### config.mk
export PLATFORM = sky130hd
export DESIGN_NAME = lcs_link_ctl2
export DESIGN_NICKNAME = d
export VERILOG_FILES = /design/src/hdl/lcs_pkg.sv /design/src/hdl/lcs_sync.sv /design/src/hdl/lcs_apply_reg.sv /design/src/hdl/lcs_link_ctl2.sv
export VERILOG_INCLUDE_DIRS = /design/src /design/src/hdl
export SDC_FILE = /design/constraint.sdc
export NUM_CORES = 1
export LEC_CHECK = 0
export BUFFER_PORTS_ARGS = -buffer_cell sky130_fd_sc_hd__buf_4
export CORE_MARGIN = 4
export CORE_UTILIZATION = 25
export CTS_BUF_LIST = sky130_fd_sc_hd__clkbuf_8
export CTS_CLUSTER_SIZE = 10
export DETAILED_ROUTE_END_ITERATION = 6
export PLACE_DENSITY = 0.53
export SYNTH_ARGS = -nofsm -noshare
export SYNTH_HDL_FRONTEND = slang
export SYNTH_SLANG_ARGS = --single-unit
### constraint.sdc
create_clock -name pclk -period 4.1 [get_ports pclk]
set_input_delay 1.23 -clock pclk [delete_from_list [all_inputs] [get_ports pclk]]
set_output_delay 1.23 -clock pclk [all_outputs]
set_load 0.01 [all_outputs]
### src/hdl/lcs_defines.svh
`ifndef LCS_DEFINES_SVH
`define LCS_DEFINES_SVH

// ----------------------------------------
// register offsets (printed offsets are register indexes)
// ----------------------------------------
`define LCS_IDX_LINK_CONTROL_SECOND      12'h070
`define LCS_IDX_LINK_STATUS_SECOND       12'h072
`define LCS_IDX_SLOT_CAPABILITIES_SECOND 12'h074
`define LCS_IDX_PORT_CONTROL             12'h080
`define LCS_IDX_PORT_STATUS              12'h081

// ----------------------------------------
// link control second field positions, plus status bit 0
// ----------------------------------------
`define LCS_TARGET_SPEED_LSB  0
`define LCS_TARGET_SPEED_MSB  3
`define LCS_ENTER_COMP_BIT    4
`define LCS_ASD_BIT           5
`define LCS_SDE_BIT           6
`define LCS_TM_LSB            7
`define LCS_TM_MSB            9
`define LCS_MOD_COMP_BIT      10
`define LCS_COMP_SKIP_BIT     11
`define LCS_COMP_DEEMPH_BIT   12
`define LCS_CUR_DEEMPH_BIT    0

// ----------------------------------------
// reset values and codes
// ----------------------------------------
`define LCS_TARGET_SPEED_RST  4'h2
`define LCS_SPEED_GEN1        4'h1
`define LCS_SPEED_GEN2        4'h2
`define LCS_TM_NORMAL         3'h0
`define LCS_TM_MAX_LEGAL      3'h5

`endif

### src/hdl/lcs_pkg.sv
package lcs_pkg;

  // ltssm substates this block reacts to
  typedef enum logic [2:0]
  {
    LCS_ST_OTHER      = 3'b000,
    LCS_ST_POLL_CONF  = 3'b001,
    LCS_ST_POLL_COMP  = 3'b010,
    LCS_ST_RCV_LOCK   = 3'b011,
    LCS_ST_RCV_SPEED  = 3'b100
  } lcs_ltssm_t;

  // compliance pattern selector driven to the phy
  typedef enum logic [1:0]
  {
    LCS_PAT_NONE      = 2'b00,
    LCS_PAT_NORMAL    = 2'b01,
    LCS_PAT_MODIFIED  = 2'b10
  } lcs_pattern_t;

endpackage

### src/hdl/lcs_sync.sv
`timescale 1ns/1ps

// two flip-flop synchroniser for levels from outside the clock domain
module lcs_sync
  import lcs_pkg::*;
#(
  parameter int WIDTH = 1
)
(
  input  wire logic             pclk,
  input  wire logic             presetn,
  input  wire logic [WIDTH-1:0] async_in,
  output logic      [WIDTH-1:0] sync_out
);

  logic [WIDTH-1:0] meta_q;

  // ----------------------------------------
  // sync stages
  // ----------------------------------------
  // first stage feeds only the second one
  always_ff @(posedge pclk or negedge presetn)
  begin
    if (!presetn)
    begin
      meta_q   <= '0;
      sync_out <= '0;
    end
    else
    begin
      meta_q   <= async_in;
      sync_out <= meta_q;
    end
  end

endmodule

### src/hdl/lcs_apply_reg.sv
`timescale 1ns/1ps

// shadow that takes a programmed value only on an apply strobe
module lcs_apply_reg
  import lcs_pkg::*;
#(
  parameter int WIDTH = 1
)
(
  input  wire logic             pclk,
  input  wire logic             presetn,
  input  wire logic             clear,
  input  wire logic             apply,
  input  wire logic [WIDTH-1:0] prog_val,
  output logic      [WIDTH-1:0] live_val
);

  // ----------------------------------------
  // shadow register
  // ----------------------------------------
  // clear takes priority, the line must be back in normal range
  always_ff @(posedge pclk or negedge presetn)
  begin
    if (!presetn)
      live_val <= '0;
    else if (clear)
      live_val <= '0;
    else if (apply)
      live_val <= prog_val;
  end

endmodule

### src/hdl/lcs_link_ctl2.sv
// The APB slave port was chosen for this implementation.
`timescale 1ns/1ps
`include "lcs_defines.svh"

// How it works
// - autonomous speed disable reads as zero
// - no autonomous speed changes besides reliability
// - software retrain speed changes ignore disable bit
// - downstream de-emphasis at 5 Gbps from bit
// - upstream bit only sets advertised preference
// - no de-emphasis effect at 2.5 Gbps/low-swing
// - de-emphasis change applied in Recovery.Speed
// - margin code selects launch level; 6-7 reserved
// - margin cleared on Polling.Configuration entry
// - normal margin uses serdes drive registers
// - new margin applied in Recovery.RcvrLock
// - modified compliance pattern when bit set
// - compliance skip sets inserted when bit set
// - compliance de-emphasis only after enter-compliance
// - status bit 0 shows current de-emphasis
// - target speed field stored as written, any 4-bit code
module lcs_link_ctl2
  import lcs_pkg::*;
(
  input  wire logic         pclk,
  input  wire logic         presetn,
  input  wire logic         psel,
  input  wire logic         penable,
  input  wire logic         pwrite,
  input  wire logic [13:0]  paddr,
  input  wire logic [31:0]  pwdata,
  input  wire logic [3:0]   pstrb,
  output logic      [31:0]  prdata,
  output logic              pready,
  output logic              pslverr,
  input  wire logic         hot_reset_n,
  input  wire logic         port_is_downstream,
  input  wire logic         link_at_gen2,
  input  wire logic         low_swing,
  input  wire logic [2:0]   ltssm_state,
  input  wire logic         partner_deemph,
  output logic              tx_deemph_35,
  output logic              adv_deemph_35,
  output logic              deemph_active,
  output logic [2:0]        tx_margin_live,
  output logic              use_serdes_drive,
  output logic [1:0]        comp_pattern,
  output logic              comp_skip_insert,
  output logic [3:0]        target_speed,
  output logic              enter_compliance,
  output logic              autonomous_speed_disable
);

  // ----------------------------------------
  // declarations
  // ----------------------------------------
  logic [3:0]   target_speed_q;
  logic         enter_compliance_q;
  logic         sde_q;
  logic [2:0]   tm_q;
  logic         mod_comp_q;
  logic         comp_skip_q;
  logic         comp_deemph_q;
  logic         cur_deemph_q;
  logic         comp_by_enter_compliance_q;
  logic [31:0]  prdata_q;
  logic [15:0]  ctl_rd;
  logic [15:0]  sts_rd;
  logic [31:0]  rd_d;
  logic         err_d;
  logic         wr_en;
  logic         rd_en;
  logic [11:0]  reg_idx;
  logic         idx_hit;
  logic         lo_hit;
  logic         hi_hit;
  logic         sde_live;
  logic [2:0]   tm_live;
  logic [2:0]   ltssm_s;
  logic         hot_reset_s;
  logic         partner_deemph_s;
  logic         dn_s;
  logic         gen2_s;
  logic         low_swing_s;
  lcs_ltssm_t   ltssm;
  lcs_ltssm_t   ltssm_prev_q;
  logic [2:0]   ltssm_s_d1_q;
  logic         comp_from_enter_compliance;
  logic         enter_poll_conf;
  logic         enter_poll_comp;
  logic         pass_rcv_lock;
  logic         pass_rcv_speed;

  // ----------------------------------------
  // pin synchronisers
  // ----------------------------------------
  // phy status pins come from the link clock area of the chip
  // each bit is synchronised alone; the ltssm code is filtered further below
  lcs_sync #(
    .WIDTH (8)
  ) u_sync (
    .pclk     (pclk),
    .presetn  (presetn),
    .async_in ({ltssm_state, hot_reset_n, partner_deemph, port_is_downstream, link_at_gen2, low_swing}),
    .sync_out ({ltssm_s, hot_reset_s, partner_deemph_s, dn_s, gen2_s, low_swing_s})
  );

  // a code is taken only once two samples agree, so skewed bits never show a false substate
  assign ltssm = (ltssm_s == ltssm_s_d1_q) ? lcs_ltssm_t'(ltssm_s) : ltssm_prev_q;

  // ----------------------------------------
  // ltssm transition detection
  // ----------------------------------------
  // one register of the previous state turns levels into entry pulses
  always_ff @(posedge pclk or negedge presetn)
  begin
    if (!presetn)
    begin
      ltssm_s_d1_q <= 3'h0;
      ltssm_prev_q <= LCS_ST_OTHER;
    end
    else
    begin
      ltssm_s_d1_q <= ltssm_s;
      ltssm_prev_q <= ltssm;
    end
  end

  assign enter_poll_conf = (ltssm == LCS_ST_POLL_CONF) && (ltssm_prev_q != LCS_ST_POLL_CONF);
  assign enter_poll_comp = (ltssm == LCS_ST_POLL_COMP) && (ltssm_prev_q != LCS_ST_POLL_COMP);
  assign pass_rcv_lock   = (ltssm == LCS_ST_RCV_LOCK)  && (ltssm_prev_q != LCS_ST_RCV_LOCK);
  assign pass_rcv_speed  = (ltssm == LCS_ST_RCV_SPEED) && (ltssm_prev_q != LCS_ST_RCV_SPEED);

  // ----------------------------------------
  // apb decode
  // ----------------------------------------
  // two 16-bit registers share word 0x070 (word 0x072 holds status alone), so decode by word then lane
  // lanes 2 and 3 of that word hold status, so their strobes are ignored
  assign reg_idx = 12'(paddr[13:2]);
  assign wr_en   = psel && penable && pwrite;
  assign rd_en   = psel && penable && !pwrite;
  assign idx_hit = (reg_idx == `LCS_IDX_LINK_CONTROL_SECOND)
                || (reg_idx == `LCS_IDX_LINK_STATUS_SECOND)
                || (reg_idx == `LCS_IDX_SLOT_CAPABILITIES_SECOND)
                || (reg_idx == `LCS_IDX_PORT_CONTROL)
                || (reg_idx == `LCS_IDX_PORT_STATUS);
  assign lo_hit  = wr_en && (reg_idx == `LCS_IDX_LINK_CONTROL_SECOND) && pstrb[0];
  assign hi_hit  = wr_en && (reg_idx == `LCS_IDX_LINK_CONTROL_SECOND) && pstrb[1];

  // zero-wait slave
  assign pready  = 1'b1;
  assign pslverr = 1'b0;
  assign prdata  = prdata_q;

  // ----------------------------------------
  // sticky control fields
  // ----------------------------------------
  // sticky fields keep their value across hot reset; only presetn clears them
  always_ff @(posedge pclk or negedge presetn)
  begin
    if (!presetn)
    begin
      target_speed_q     <= `LCS_TARGET_SPEED_RST;
      enter_compliance_q <= 1'b0;
      mod_comp_q         <= 1'b0;
      comp_skip_q        <= 1'b0;
      comp_deemph_q      <= 1'b0;
    end
    else
    begin
      if (lo_hit)
      begin
        target_speed_q     <= pwdata[`LCS_TARGET_SPEED_MSB:`LCS_TARGET_SPEED_LSB];
        enter_compliance_q <= pwdata[`LCS_ENTER_COMP_BIT];
      end
      if (hi_hit)
      begin
        mod_comp_q    <= pwdata[`LCS_MOD_COMP_BIT];
        comp_skip_q   <= pwdata[`LCS_COMP_SKIP_BIT];
        comp_deemph_q <= pwdata[`LCS_COMP_DEEMPH_BIT];
      end
    end
  end

  // ----------------------------------------
  // transmit margin
  // ----------------------------------------
  // hardware clear on polling.configuration entry beats a software write
  always_ff @(posedge pclk or negedge presetn)
  begin
    if (!presetn)
      tm_q <= `LCS_TM_NORMAL;
    else if (enter_poll_conf)
      tm_q <= `LCS_TM_NORMAL;
    else if (lo_hit && pstrb[1])
      tm_q <= pwdata[`LCS_TM_MSB:`LCS_TM_LSB];
    else if (lo_hit)
      tm_q <= {tm_q[2:1], pwdata[`LCS_TM_LSB]};
    else if (hi_hit)
      tm_q <= {pwdata[`LCS_TM_MSB:`LCS_TM_LSB+1], tm_q[0]};
  end

  // ----------------------------------------
  // selectable de-emphasis
  // ----------------------------------------
  // not sticky, so a hot reset returns it to -6 dB
  // a hot reset and a write in one cycle leave it cleared
  always_ff @(posedge pclk or negedge presetn)
  begin
    if (!presetn)
      sde_q <= 1'b0;
    else if (!hot_reset_s)
      sde_q <= 1'b0;
    else if (lo_hit)
      sde_q <= pwdata[`LCS_SDE_BIT];
  end

  // ----------------------------------------
  // line-side shadows
  // ----------------------------------------
  // the line only sees new de-emphasis and margin settings at the allowed ltssm points
  lcs_apply_reg #(
    .WIDTH (1)
  ) u_sde_apply (
    .pclk     (pclk),
    .presetn  (presetn),
    .clear    (1'b0),
    .apply    (pass_rcv_speed),
    .prog_val (sde_q),
    .live_val (sde_live)
  );

  lcs_apply_reg #(
    .WIDTH (3)
  ) u_tm_apply (
    .pclk     (pclk),
    .presetn  (presetn),
    .clear    (enter_poll_conf),
    .apply    (pass_rcv_lock),
    .prog_val (tm_q),
    .live_val (tm_live)
  );

  // reserved codes 6 and 7 fall back to normal range
  assign tx_margin_live   = (tm_live > `LCS_TM_MAX_LEGAL) ? `LCS_TM_NORMAL : tm_live;
  assign use_serdes_drive = (tx_margin_live == `LCS_TM_NORMAL);

  // ----------------------------------------
  // de-emphasis outputs
  // ----------------------------------------
  // at gen1 and low swing the line ignores the selection; only the advertised bit still follows it
  // upstream the line follows whatever the partner chose, except in compliance entered through enter-compliance
  assign deemph_active = gen2_s && !low_swing_s;
  assign adv_deemph_35 = sde_live;
  assign tx_deemph_35  = !deemph_active ? 1'b0 :
                         (ltssm == LCS_ST_POLL_COMP && comp_from_enter_compliance) ? comp_deemph_q :
                         dn_s ? sde_live : partner_deemph_s;

  // ----------------------------------------
  // compliance control
  // ----------------------------------------
  // remember whether the compliance entry came from enter-compliance
  always_ff @(posedge pclk or negedge presetn)
  begin
    if (!presetn)
      comp_by_enter_compliance_q <= 1'b0;
    else if (enter_poll_comp)
      comp_by_enter_compliance_q <= enter_compliance_q;
    else if (ltssm != LCS_ST_POLL_COMP)
      comp_by_enter_compliance_q <= 1'b0;
  end

  // the entry cycle itself already knows why compliance was entered
  assign comp_from_enter_compliance = enter_poll_comp ? enter_compliance_q : comp_by_enter_compliance_q;

  assign comp_pattern = (ltssm != LCS_ST_POLL_COMP) ? LCS_PAT_NONE :
                        mod_comp_q ? LCS_PAT_MODIFIED : LCS_PAT_NORMAL;
  assign comp_skip_insert = (ltssm == LCS_ST_POLL_COMP) && comp_skip_q;

  assign target_speed     = target_speed_q;
  assign enter_compliance = enter_compliance_q;
  // no autonomous speed logic exists, so the disable is tied off
  assign autonomous_speed_disable = 1'b0;

  // ----------------------------------------
  // current de-emphasis status
  // ----------------------------------------
  // held at -6 dB while at 2.5 Gbps, where the value has no meaning
  always_ff @(posedge pclk or negedge presetn)
  begin
    if (!presetn)
      cur_deemph_q <= 1'b0;
    else
      cur_deemph_q <= gen2_s ? tx_deemph_35 : 1'b0;
  end

  // ----------------------------------------
  // read mux
  // ----------------------------------------
  // read view of every word; reserved bits are forced to zero
  // unmapped words read zero rather than raise an error, to keep software simple
  always_comb
  begin
    ctl_rd = 16'h0000;
    ctl_rd[`LCS_TARGET_SPEED_MSB:`LCS_TARGET_SPEED_LSB] = target_speed_q;
    ctl_rd[`LCS_ENTER_COMP_BIT]  = enter_compliance_q;
    ctl_rd[`LCS_ASD_BIT]         = 1'b0;
    ctl_rd[`LCS_SDE_BIT]         = sde_q;
    ctl_rd[`LCS_TM_MSB:`LCS_TM_LSB] = tm_q;
    ctl_rd[`LCS_MOD_COMP_BIT]    = mod_comp_q;
    ctl_rd[`LCS_COMP_SKIP_BIT]   = comp_skip_q;
    ctl_rd[`LCS_COMP_DEEMPH_BIT] = comp_deemph_q;
    sts_rd = 16'h0000;
    sts_rd[`LCS_CUR_DEEMPH_BIT]  = cur_deemph_q;
    rd_d  = 32'h0000_0000;
    err_d = 1'b0;
    unique case (reg_idx)
      `LCS_IDX_LINK_CONTROL_SECOND:      rd_d = {sts_rd, ctl_rd};
      `LCS_IDX_LINK_STATUS_SECOND:       rd_d = {16'h0000, sts_rd};
      `LCS_IDX_SLOT_CAPABILITIES_SECOND: rd_d = 32'h0000_0000;
      `LCS_IDX_PORT_CONTROL:             rd_d = {28'h0000000, low_swing_s, gen2_s, dn_s, hot_reset_s};
      `LCS_IDX_PORT_STATUS:              rd_d = {21'h000000, tx_margin_live, comp_pattern,
                                                 comp_skip_insert, tx_deemph_35, 1'b0, ltssm_s};
      default:                           err_d = !idx_hit;
    endcase
  end

  // ----------------------------------------
  // read data register
  // ----------------------------------------
  // captured in setup so data is stable through the single access cycle
  // live fields are a snapshot of the setup edge, not of the access edge
  always_ff @(posedge pclk or negedge presetn)
  begin
    if (!presetn)
      prdata_q <= 32'h0000_0000;
    else if (psel && !penable && !pwrite)
      prdata_q <= err_d ? 32'h0000_0000 : rd_d;
    else if (rd_en)
      prdata_q <= prdata_q;
  end

endmodule

==> results.cfg <==
[outcome]
outcome = complete, no violations

[yosys]
synth_ff_type = dfrtp_1
synth_seq_area_share_pct = 53.6
yosys_warnings = 0
synthTopCellsByArea = dfrtp_1, buf_4, mux2_2
ys_async_sr_fraction_pct = 100
yosysUniqueCellTypes = 50
netlist_instances = 226
synth-edff-count = 0
yosys_register_bits = 54
synth_top_cell_by_area = dfrtp_1
synth_top_area_share_pct = 52.5
netlist_area_sq_um = 2520
syn_avg_cell_area_sq_um = 11.2

[final_layout]
drive_gt1_share_pct = 32.9
seqCellArea_sq_um = 1350
syn2layout_area_growth_pct = 25.1
fill_cells = 1033
antenna_cells = 0
final_area_sq_um = 3160
multiInputGateArea_sq_um = 1030
nNetsFinal = 354
final_cells = 425

[clock_network]
clkSinkCount = 54
clk_latency_ns = 0.30
cts_tree = done
ctsResizeCount = 0
cts-root-buf = clkbuf_8
clkTransAtPathRegs_ns = 0.10
clockBufferDepth = 2
cts_max_level = 2
post_cts_buffers = 0
numCtsBuffers = 5
hold_buffers = 0

[die]
rows = 36
coreArea_sq_um = 9820
io_pins = 113
die_area_sq_um = 11800
start_util_pct = 25.7
die_h_microns = 108
die_width_microns = 108

[power]
pwr-share-seq_pct = 57.2
power.share.combinational_pct = 14.2
switching_share_pct = 26.7
switching_power_mw = 0.272
power_mw = 1.02
internal_power_mw = 0.746
clock_power_share_pct = 28.6
vdd_drop_max_uv = 188
p_per_area_nw_per_um2 = 322
p_leak_nw = 1.54

[global_routing]
grt_first_pass_wirelength_mm = 9.19
grt-ovfl-total = 0
grt_max_degree = 55
antenna_found_initial = 0
groute.usage.overall_pct = 9.94
first_global_vias = 1803

[timing]
finalMaxSlewViolations = 0
max_freq_ghz = 0.281
fin_skew_ns = 0.00954
slew_headroom_pct = 54.9
post-route-min-period_ns = 3.56
fin_ws_ns = 0.539
worstMarginPinSlew_ns = 0.676
hold_viol = 0
setup_viol = 0
rsz0062_at_grt = no
finalCritPeriodShare_pct = 86.8
tns_ns = 0

[placed_design]
io_buffers = 67
gp_congestion = 0.785
dp_hpwl_mm = 4.40
dp_slack_ns = 0.862
placed_cell_area_sq_um = 3070
dp_cells = 417

[route]
vias = 1789
first_pass_iters = 4
via_per_inst = 4.21
drc = 0
ant_nets = 0
initialDrtViolationCount = 73
routed_wl_mm = 5.78
routedWlPerCell_microns = 13.6

[setup_path]
cp.arrival_ns = 2.33
start_kind = register
setup.worst_path.end_class = output port
crit_fanout = 9
cp.required_ns = 2.87
reg2regPathDepth = 5
critPathKind = register to output port

[hold_path]
hp-class = register to register
worstHoldPathCells = 0

[run]
drv_cap = 0
[cells by family (layout without fill, tap and decap cells)]
family	count (synthesis)	in the layout	synth area share, %
AND/OR/NAND/NOR	77	77	16.5
flip-flops	54	54	53.6
buffers and inverters	34	81	8.57
AO/OA/AOI/OAI	32	32	10.1
multiplexers	21	21	8.92
XOR/XNOR	6	6	2.08
other	2	21	0.297
[critical path, stage by stage (launching register included)]
cell and delay, ns:
dfrtp_1 0.58, nand2_2 0.07, or4b_4 0.54, a221oi_4 0.26
mux2i_1 0.35, nor2_1 0.07, buf_4 0.15
[cell usage after synthesis (all sizes together) (2+ instances only)]
master / count
dfrtp: 53
buf: 23
nor2: 21
nand2: 20
mux2: 12
mux2i: 9
and2: 7
inv: 6
o21ai: 6
a221oi: 5
clkbuf: 5
nand3: 5
nand4: 5
nor2b: 5
o31ai: 4
a22o: 3
a31oi: 3
xnor2: 3
xor2: 3
a21oi: 2
a22oi: 2
conb: 2
nor3: 2
or4b: 2
[final cells by class]
type | instances | share of cell area (%)
clock buffers | 5 | 2.18
clock inverters | 3 | 0.555
inverters | 6 | 0.713
multi-input cells | 157 | 32.5
flip-flops and latches | 54 | 42.8
well taps | 133 | 5.27
repair buffers | 67 | 15.9
[power groups by stage]
stage | combinational, mW | sequential [mW] | clock, mW
CTS | 0.147 | 0.583 | 0.304
floorplan | 0.0894 | 0.591 | 0
detailed placement | 0.147 | 0.594 | 0
global placement | 0.145 | 0.593 | 0
finish | 0.145 | 0.582 | 0.291
global route | 0.164 | 0.589 | 0.324
[per-stage QoR]
stage	util [%]	hold WS, ns
2_1_floorplan	-	0.331
3_3_place_gp	31.3	0.335
3_5_place_dp	31.3	0.335
4_1_cts	32.2	0.358
5_1_grt	32.2	0.363
6_report	32.2	0.355
[per-layer routing]
layer	part of all wire, %	global-route usage (%)	routed length (microns)	vias to the layer above
met5	0	0	0	-
met4	0.99	2.71	57	0
met3	7.3	2.93	421	7
met2	46	15.4	2630	62
met1	46	13.5	2670	844
li1	-	-	-	876
[path summary, 6_finish.rpt]
path / start / to / slack, ns
worst min-delay path: u_sync.meta_q[2] / u_sync.sync_out[2] / 0.36
worst max register to register: u_sync.sync_out[6] / prdata[4] / 2.08
worst min register to register: u_sync.meta_q[2] / u_sync.sync_out[2] / 0.36
worst max-delay path: u_sync.sync_out[6] / tx_deemph_35 / 0.54
min in group asynchronous: presetn / prdata[6] / 0.97
max in group asynchronous: presetn / u_sync.meta_q[4] / 2.70
[flip-flops by register name, summed over array words and instances, names as in the netlist, 3 cells and up]
register	cells
ltssm_s_d1_q	3
tm_q	3
u_sync.sync_out	8
ltssm_prev_q	3
target_speed	4
u_tm_apply.live_val	3
prdata	14
u_sync.meta_q	8
[placed cells by master (no fill, tap or decap), types with 2 or more instances in the layout]
cell type / synthesis / routed
mux2i_1: 9 / 9
nand4_1: 5 / 5
nor2_1: 20 / 20
a22oi_1: 2 / 2
nand2_1: 19 / 19
nor2b_1: 5 / 5
a22o_1: 3 / 3
buf_4: 21 / 67
o21ai_0: 6 / 6
clkbuf_8: 0 / 5
a31oi_1: 3 / 3
xor2_1: 3 / 3
mux2_2: 12 / 12
nand3_1: 5 / 5
a21oi_1: 2 / 2
nor3_1: 2 / 2
inv_1: 6 / 7
a221oi_1: 4 / 4
o31ai_1: 3 / 3
xnor2_1: 3 / 3
and2_1: 7 / 7
conb_1: 2 / 21
dfrtp_1: 53 / 53
Power figures use the tool's default switching activity.
